[src/rtl/rpc_pkg.sv]
/*
 * constants of the receive port control registers: offsets, field positions,
 * reset values, write masks and receive mode codes.
 * assumes an 8-bit register access port driven by the serial control slave.
 */
// How it works
// - mode 0: lock and video need active video
// - mode 1: lock whenever linked to serializer
// - raw mode passes remote gpio unfiltered
// - input mode: auto, 2-lane, primary, secondary
// - port zero select writes/reads port 0 copies
// - port one select writes/reads port 1 copies
// - both selects set: reads return port 1
// - equalizer test register reads follow port one select
// - restart level restarts both ports; host clears
// - floor start only with floor override set
// - floor start begins adaptation at preset floor
// - forward video off status loaded from serializer
package rpc_pkg;

  localparam logic [7:0] RPC_CTRL_ADDR = 8'h34;
  localparam logic [7:0] RPC_EQ_ADDR = 8'h35;

  localparam logic [7:0] RPC_CTRL_RESET = 8'h01;
  localparam logic [7:0] RPC_EQ_RESET = 8'h00;
  localparam logic [7:0] RPC_CTRL_WMASK = 8'h7b;
  localparam logic [7:0] RPC_EQ_WMASK = 8'h70;

  localparam int RPC_LOCK_MODE_BIT = 6;
  localparam int RPC_RAW_BC_BIT = 5;
  localparam int RPC_MODE_HI_BIT = 4;
  localparam int RPC_MODE_LO_BIT = 3;
  localparam int RPC_PORT1_BIT = 1;
  localparam int RPC_PORT0_BIT = 0;

  localparam int RPC_RESTART_BIT = 6;
  localparam int RPC_FLOOR_OVR_BIT = 5;
  localparam int RPC_FLOOR_SET_BIT = 4;

  localparam int RPC_PORTS = 2;

  typedef enum logic [1:0] {
    RPC_MODE_AUTO = 2'b00,
    RPC_MODE_DUAL = 2'b01,
    RPC_MODE_PRIMARY = 2'b10,
    RPC_MODE_SECONDARY = 2'b11
  } rpc_input_mode_t;

endpackage : rpc_pkg

[src/rtl/rpc_eq_if.sv]
/*
 * per-port equalizer control carrier between the register bank and one
 * equalizer control copy.
 * assumes both ends run on the same register clock.
 */
`timescale 1ns/1ps

interface rpc_eq_if;
  logic wr;
  logic [7:0] wdata;
  logic [7:0] value;
  logic restart;
  logic floor_start;

  modport ctl (output wr, output wdata, input value, input restart, input floor_start);
  modport eq (input wr, input wdata, output value, output restart, output floor_start);
endinterface : rpc_eq_if

[src/rtl/rpc_eq_ctrl.sv]
/*
 * one port copy of the equalizer test register and its decoded controls.
 * assumes writes are already steered to this port by the register bank.
 */
`timescale 1ns/1ps

module rpc_eq_ctrl (
  input wire logic mclk,
  input wire logic srst,
  rpc_eq_if.eq bus
);

  logic [7:0] value_q;
  logic [7:0] value_d;

  always_comb begin
    value_d = value_q;
    if (bus.wr) begin
      value_d = bus.wdata & rpc_pkg::RPC_EQ_WMASK;
    end
  end

  always_ff @(posedge mclk) begin
    if (srst) begin
      value_q <= rpc_pkg::RPC_EQ_RESET;
    end else begin
      value_q <= value_d;
    end
  end

  assign bus.value = value_q;
  assign bus.restart = value_q[rpc_pkg::RPC_RESTART_BIT];
  // preset floor only while the override enables it
  assign bus.floor_start = value_q[rpc_pkg::RPC_FLOOR_OVR_BIT] &
                           value_q[rpc_pkg::RPC_FLOOR_SET_BIT];
endmodule : rpc_eq_ctrl

[src/rtl/rpc_receive_port_control.sv]
/*
 * receive port control register bank: lock indication mode, raw secondary
 * back channel, receive input mode, port steering of register access and
 * the per-port equalizer test controls.
 * assumes a register access port from the serial control slave, one access
 * per cycle, and link status inputs synchronous to mclk.
 */
`timescale 1ns/1ps

module rpc_receive_port_control (
  input wire logic mclk,
  input wire logic srst,
  input wire logic reg_wr,
  input wire logic reg_rd,
  input wire logic [7:0] reg_addr,
  input wire logic [7:0] reg_wdata,
  output logic [7:0] reg_rdata,
  output logic reg_rvalid,
  output logic reg_hit,
  output logic port_zero_write,
  output logic port_one_write,
  output logic port_one_read,
  input wire logic linked_to_serializer,
  input wire logic fc_load,
  input wire logic fc_video_off,
  output logic forward_video_off,
  output logic link_lock_indication,
  output logic video_generate,
  input wire logic remote_gpio_zero,
  input wire logic filtered_gpio_zero,
  output logic backchannel_tx,
  input wire logic detect_dual_lane,
  input wire logic detect_secondary,
  output logic rx_dual_lane,
  output logic rx_secondary_input,
  output logic [1:0] eq_restart,
  output logic [1:0] eq_floor_start
);

  // ****************************************
  // decode helpers
  // ****************************************
  function automatic logic mode_dual(input logic [1:0] mode, input logic det);
    unique case (rpc_pkg::rpc_input_mode_t'(mode))
      rpc_pkg::RPC_MODE_AUTO: mode_dual = det;
      rpc_pkg::RPC_MODE_DUAL: mode_dual = 1'b1;
      rpc_pkg::RPC_MODE_PRIMARY: mode_dual = 1'b0;
      rpc_pkg::RPC_MODE_SECONDARY: mode_dual = 1'b0;
    endcase
  endfunction : mode_dual

  function automatic logic mode_second(input logic [1:0] mode, input logic det);
    unique case (rpc_pkg::rpc_input_mode_t'(mode))
      rpc_pkg::RPC_MODE_AUTO: mode_second = det;
      rpc_pkg::RPC_MODE_DUAL: mode_second = 1'b0;
      rpc_pkg::RPC_MODE_PRIMARY: mode_second = 1'b0;
      rpc_pkg::RPC_MODE_SECONDARY: mode_second = 1'b1;
    endcase
  endfunction : mode_second

  // ****************************************
  // register access
  // ****************************************
  logic [7:0] ctrl_q;
  logic [7:0] ctrl_d;
  logic [7:0] rdata_q;
  logic [7:0] rdata_d;
  logic rvalid_q;
  logic rvalid_d;
  logic fvo_q;
  logic fvo_d;
  logic sel0;
  logic sel1;
  logic hit_ctrl;
  logic hit_eq;
  logic [1:0] eq_wr;

  rpc_eq_if eq_bus [rpc_pkg::RPC_PORTS] ();

  assign sel0 = ctrl_q[rpc_pkg::RPC_PORT0_BIT];
  assign sel1 = ctrl_q[rpc_pkg::RPC_PORT1_BIT];
  assign hit_ctrl = (reg_addr == rpc_pkg::RPC_CTRL_ADDR);
  assign hit_eq = (reg_addr == rpc_pkg::RPC_EQ_ADDR);
  assign reg_hit = (reg_wr | reg_rd) & (hit_ctrl | hit_eq);
  assign port_zero_write = sel0;
  assign port_one_write = sel1;
  assign port_one_read = sel1;
  // per-port copy written when its port is selected
  assign eq_wr[0] = reg_wr & hit_eq & sel0;
  assign eq_wr[1] = reg_wr & hit_eq & sel1;

  always_comb begin
    ctrl_d = ctrl_q;
    rdata_d = rdata_q;
    rvalid_d = reg_rd;
    fvo_d = fvo_q;
    if (reg_wr && hit_ctrl) begin
      ctrl_d = reg_wdata & rpc_pkg::RPC_CTRL_WMASK;
    end
    if (reg_rd) begin
      if (hit_ctrl) begin
        rdata_d = ctrl_q;
      end else if (hit_eq) begin
        // port 1 copy wins when both selects are set
        rdata_d = sel1 ? eq_bus[1].value : eq_bus[0].value;
      end else begin
        rdata_d = 8'h00;
      end
    end
    if (fc_load) begin
      fvo_d = fc_video_off;
    end
  end

  always_ff @(posedge mclk) begin
    if (srst) begin
      ctrl_q <= rpc_pkg::RPC_CTRL_RESET;
      rdata_q <= 8'h00;
      rvalid_q <= 1'b0;
      fvo_q <= 1'b0;
    end else begin
      ctrl_q <= ctrl_d;
      rdata_q <= rdata_d;
      rvalid_q <= rvalid_d;
      fvo_q <= fvo_d;
    end
  end

  assign reg_rdata = rdata_q;
  assign reg_rvalid = rvalid_q;
  assign forward_video_off = fvo_q;

  // ****************************************
  // equalizer port copies
  // ****************************************
  genvar gi;
  generate
    for (gi = 0; gi < rpc_pkg::RPC_PORTS; gi++) begin : g_eq
      assign eq_bus[gi].wr = eq_wr[gi];
      assign eq_bus[gi].wdata = reg_wdata;
      rpc_eq_ctrl u_eq (
        .mclk(mclk),
        .srst(srst),
        .bus(eq_bus[gi])
      );
    end
  endgenerate

  // ****************************************
  // link side controls
  // ****************************************
  logic lock_q;
  logic lock_d;
  logic video_q;
  logic video_d;
  logic bc_q;
  logic bc_d;
  logic dual_q;
  logic dual_d;
  logic second_q;
  logic second_d;
  logic [1:0] restart_q;
  logic [1:0] restart_d;
  logic [1:0] floor_q;
  logic [1:0] floor_d;
  logic [1:0] mode;

  assign mode = ctrl_q[rpc_pkg::RPC_MODE_HI_BIT:rpc_pkg::RPC_MODE_LO_BIT];

  always_comb begin
    video_d = linked_to_serializer & ~fvo_q;
    if (ctrl_q[rpc_pkg::RPC_LOCK_MODE_BIT]) begin
      lock_d = linked_to_serializer;
    end else begin
      lock_d = linked_to_serializer & ~fvo_q;
    end
    bc_d = ctrl_q[rpc_pkg::RPC_RAW_BC_BIT] ? remote_gpio_zero : filtered_gpio_zero;
    dual_d = mode_dual(mode, detect_dual_lane);
    second_d = mode_second(mode, detect_secondary);
    // one restart level from either copy restarts both ports
    restart_d = {2{eq_bus[0].restart | eq_bus[1].restart}};
    floor_d = {eq_bus[1].floor_start, eq_bus[0].floor_start};
  end

  always_ff @(posedge mclk) begin
    if (srst) begin
      lock_q <= 1'b0;
      video_q <= 1'b0;
      bc_q <= 1'b0;
      dual_q <= 1'b0;
      second_q <= 1'b0;
      restart_q <= 2'b00;
      floor_q <= 2'b00;
    end else begin
      lock_q <= lock_d;
      video_q <= video_d;
      bc_q <= bc_d;
      dual_q <= dual_d;
      second_q <= second_d;
      restart_q <= restart_d;
      floor_q <= floor_d;
    end
  end

  assign link_lock_indication = lock_q;
  assign video_generate = video_q;
  assign backchannel_tx = bc_q;
  assign rx_dual_lane = dual_q;
  assign rx_secondary_input = second_q;
  assign eq_restart = restart_q;
  assign eq_floor_start = floor_q;
endmodule : rpc_receive_port_control

[config.mk]
export PLATFORM = sky130hd
export DESIGN_NAME = rpc_receive_port_control
export DESIGN_NICKNAME = d
export VERILOG_FILES = /design/src/rtl/rpc_pkg.sv /design/src/rtl/rpc_eq_if.sv /design/src/rtl/rpc_eq_ctrl.sv /design/src/rtl/rpc_receive_port_control.sv
export SDC_FILE = /design/constraint.sdc
export NUM_CORES = 1
export LEC_CHECK = 0
export BUFFER_PORTS_ARGS = -buffer_cell sky130_fd_sc_hd__buf_2
export CAP_MARGIN = 20
export CORE_MARGIN = 2
export CORE_UTILIZATION = 53
export DETAILED_ROUTE_END_ITERATION = 6
export GPL_TIMING_DRIVEN = 0
export PLACE_DENSITY = 0.94
export SLEW_MARGIN = 20
export SYNTH_ARGS = -nofsm -noshare
export SYNTH_HDL_FRONTEND = slang
export SYNTH_HIERARCHICAL = 1
export SYNTH_SLANG_ARGS = --single-unit
[constraint.sdc]
create_clock -name mclk -period 2.23 [get_ports mclk]
set_input_delay 0.446 -clock mclk [delete_from_list [all_inputs] [get_ports mclk]]
set_output_delay 0.446 -clock mclk [all_outputs]
set_load 0.02 [all_outputs]
# Word-level counts from Yosys, hierarchy flattened
# Index checks and enable logic that the tools add are counted.
# totals
mem_count	0
elab_cells	40
latch_bits	0
out_inout_bits	23
rom_bits	0
register_bits	30
ramBits	0
# classes
mux	7
bitwise	11
shift	0
div	0
addsub	0
n_mul	0
n_reduce_logical	4
order_cmp	0
eq_ne	5
# op_table
cell	count
two-way mux 7 bit	3
equality test 8 x 6 -> 1 bit, second input constant	2
AND 1 bit	7
one-hot mux 1 bit (3 select lines)	2
equality test 2 bit, second input constant	2
OR reduction 2 bit	2
OR 1 bit	3
equality test 2 x 1 -> 1 bit, second input constant	1
logical NOT 2 bit	1
two-way mux 1 bit	2
logical AND 1 bit	1
inverter 1 bit	1

# Longest topological paths before layout
# logic_depth
depth_word	3
mapped_depth	5
depth_no_buf	5

# Cells and area by module
# The synthesis kept the hierarchy.
# modules_own_cells
module	n_inst	cells_per_inst	seq_area_each_um2	area_per_inst_um2
rpc_receive_port_control	1	112	480.5	1107.3
rpc_eq_ctrl	2	17	60.1	156.4

# Least setup slack after synthesis
# Ideal clock, no wire load.
# synth_path
path_kind	input-to-output
from	in reg_addr[6]
to	out reg_hit
arrival_ps	1191
n_path_buf	0
t_required_ps	1784
cell_stages	3
slack_ps	593
cell_sequence	nor4b_4 -> and2_2 -> o21a_1
# synth_via
elab_chain_len	3
# synth_rtl
item	line	source
start: declaration	rpc_receive_port_control.sv:15	input wire logic [7:0] reg_addr,
equality test 8 x 6 -> 1 bit (on tied branches)	rpc_receive_port_control.sv:82, rpc_receive_port_control.sv:83	
OR 1 bit *	rpc_receive_port_control.sv:84	assign reg_hit = (reg_wr | reg_rd) & (hit_ctrl | hit_eq);
AND 1 bit *	rpc_receive_port_control.sv:84	
end: declaration	rpc_receive_port_control.sv:19	output logic reg_hit,
# Mark *: on every way between the ends. The rest lies on a longest branch, timed or not.

# Final worst setup path
# Ends and elaborated chain as after synthesis.

==> impl_metrics.csv <==
group,metric,value,unit
placed_design,gp_congestion,0.772,
logic_synthesis,yosysTopAreaCellShare,0.423,
worst_setup_path,startpoint_type,"input pin",
drt,first_iter_violations,28,
clocking,cts_buffer_depth,2,
drt,drtAntennaViolNets,0,
logic_synthesis,synth_top_area_cell,"dfxtp_1",
sta,fin_tns_setup,0,ps
clocking,htree_levels,2,
logic_synthesis,synth.area.top_cells,"dfxtp_1 42%, mux2i_1 13%, buf_4 7.4%, nand2b_1 5.7%, mux2_2 5.6%",
logic_synthesis,synth_cells,146,
floorplanning,std_cell_rows,18,
clocking,postCtsSetupRepairBufs,0,
sta,setup_violations,0,
clocking,ctsHoldBuffers,0,
sta,period_share,0.864,
sta,slew_headroom,0.652,
floorplanning,fp.dieH,55.8,µm
clocking,root_buffer,"clkbuf_4",
logic_synthesis,synth-seq-cells,30,
global_routing,antenna_found_initial,0,
sta,finalHoldViolCount,0,
worst_setup_path,end_kind,"primary output",
clocking,clock-sinks,30,
floorplanning,ios,50,
drt,totalWireLength,3110,µm
sta,rsz0062_at_grt,"false",
global_routing,grt_max_degree,11,
worst_setup_path,crit_type,"in -> out",
worst_setup_path,cp_max_fo,5,
logic_synthesis,syn_avg_cell_area,9.73,µm²
worst_setup_path,critical_path_required,1780,ps
logic_synthesis,netlist_area,0.00142,mm²
sta,worst-slew-pin-transition,521,ps
sta,skew,11.6,ps
logic_synthesis,async_reset_ff_frac,0,
flow_run,drv_cap,0,
global_routing,grt_pass1_wl,5060,µm
global_routing,first_global_vias,1204,
drt,first_pass_iters,4,
floorplanning,initial_core_util,0.568,
clocking,clk_latency,330,ps
logic_synthesis,yosys_warnings,6,
logic_synthesis,synth_edf_count,0,
layout,drive_above_1_share,0.389,
logic_synthesis,synth_ff_type,"dfxtp_1",
clocking,cts-resized-gates,0,
sta,drv_slew,0,
global_routing,overflow,0,
power_and_ir_drop,leakage,0.000835,µW
layout,areaGrowthSynthToFinish,27.0,%
layout,antenna_cells,0,
clocking,cts_tree,"done",
clocking,cts_buffers,5,
sta,fmax,0.519,GHz
logic_synthesis,synth_cell_type_count,28,
floorplanning,fp.coreArea,0.00250,mm²
sta,post-route-min-period,1930,ps
floorplanning,fp.dieArea,0.00311,mm²
outcome,status,"completed",
layout,nNetsFinal,235,
global_routing,grt_use_total,0.210,
drt,drc,0,
logic_synthesis,yosysSeqAreaShare,0.423,
placed_design,post-dp-hpwl,2260,µm
drt,vias_per_cell,5.02,
floorplanning,chipWidth,55.8,µm
power_and_ir_drop,power_density,604,mW/mm²
placed_design,numPortBuffers,47,
drt,wl_per_cell,13.1,µm
clocking,clk_pin_slew_worst_paths,90,ps
drt,vias,1194,
power_and_ir_drop,vdd_drop_max,0.000614,V
sta,worst_hold_slack,353,ps
worst_setup_path,arrival,1480,ps
hold_path,hold_class,"in -> reg",
[cell type report]
cell class	count	area, µm²
clock buffers	6	51.3
multi-input cells	96	682
inverters	7	26.3
fillers	197	696
repair buffers	47	235
clock inverters	1	30.0
well taps	30	37.5
plain buffers	21	141
flip-flops and latches	30	601
[per-stage QoR]
stage / std cells / worst slack (ps) / util / cell area [µm²] / power [µW]
floorplan: 154 / 593 / - / 1450 / 617
global placement: 231 / 355 / 0.689 / 1720 / 657
detailed placement: 231 / 323 / 0.689 / 1720 / 660
CTS: 238 / 319 / 0.722 / 1800 / 1100
global route: 238 / 250 / 0.722 / 1800 / 1130
finish: 238 / 304 / 0.722 / 1800 / 1090
[path summary, 6_finish.rpt]
| path | startpoint | endpoint | slack, ps | depth (start not counted) |
|---|---|---|---|---|
| hold reg to reg | forward_video_off | video_generate | 460 | 1 |
| setup reg to reg | ctrl_q[1] | reg_rdata[4] | 880 | 4 |
| setup / recovery | reg_addr[6] | reg_hit | 300 | 5 |
| hold / removal | filtered_gpio_zero | backchannel_tx | 350 | 3 |
[cells by family (layout without fill, tap and decap cells)]
kind of cell / after synthesis / after routing / synth area share
and+or+nand+nor: 47 / 47 / 0.200
DFF: 30 / 30 / 0.423
buffers and inverters: 28 / 82 / 0.118
muxes: 26 / 26 / 0.189
AOI/OAI and AO/OA: 13 / 13 / 0.0643
other: 2 / 10 / 0.00529
[registers in the layout, summed over array words and instances (netlist names)]
signal,count
backchannel_tx,1
g_eq.u_eq/bus.value,6
forward_video_off,1
video_generate,1
eq_restart,1
rx_dual_lane,1
link_lock_indication,1
reg_rdata,8
eq_floor_start,2
ctrl_q,6
rx_secondary_input,1
reg_rvalid,1
[placed cells by master (no fill, tap or decap), types with 7 or more instances in the layout]
cell / n
buf_2: 49
dfxtp_1: 30
mux2i_1: 19
nor2_1: 15
buf_4: 14
nand2b_1: 13
conb_1: 10
mux2_2: 7
inv_1: 7
[cell usage after synthesis, types with 3 or more instances]
| cell type | instances |
|---|---|
| dfxtp_1 | 30 |
| mux2i_1 | 19 |
| nor2_1 | 15 |
| buf_4 | 14 |
| nand2b_1 | 13 |
| inv_1 | 7 |
| mux2_2 | 7 |
| a21oi_1 | 5 |
| o32ai_1 | 5 |
| clkbuf_1 | 4 |
| and2_1 | 3 |
| nor2b_1 | 3 |
[worst max-delay path: stages]
cell and delay [ps]:
buf_2 110, nor4b_4 390, and2_2 260, o21a_1 120, buf_2 150
[metal layers]
metal | vias up | GRT usage | part of all wire
li1 | 594 | - | -
met1 | 540 | 0.219 | 0.40
met2 | 50 | 0.364 | 0.50
met3 | 10 | 0.0791 | 0.080
met4 | 0 | 0.111 | 0.021
met5 | - | 0 | 0
[report_power, final]
| group | switching (µW) | internal, µW | total, µW |
|---|---|---|---|
| Sequential | 2.28 | 543 | 545 |
| Clock | 180 | 261 | 440 |
| Combinational | 54.1 | 50.7 | 105 |
Power figures use the tool's default switching activity.
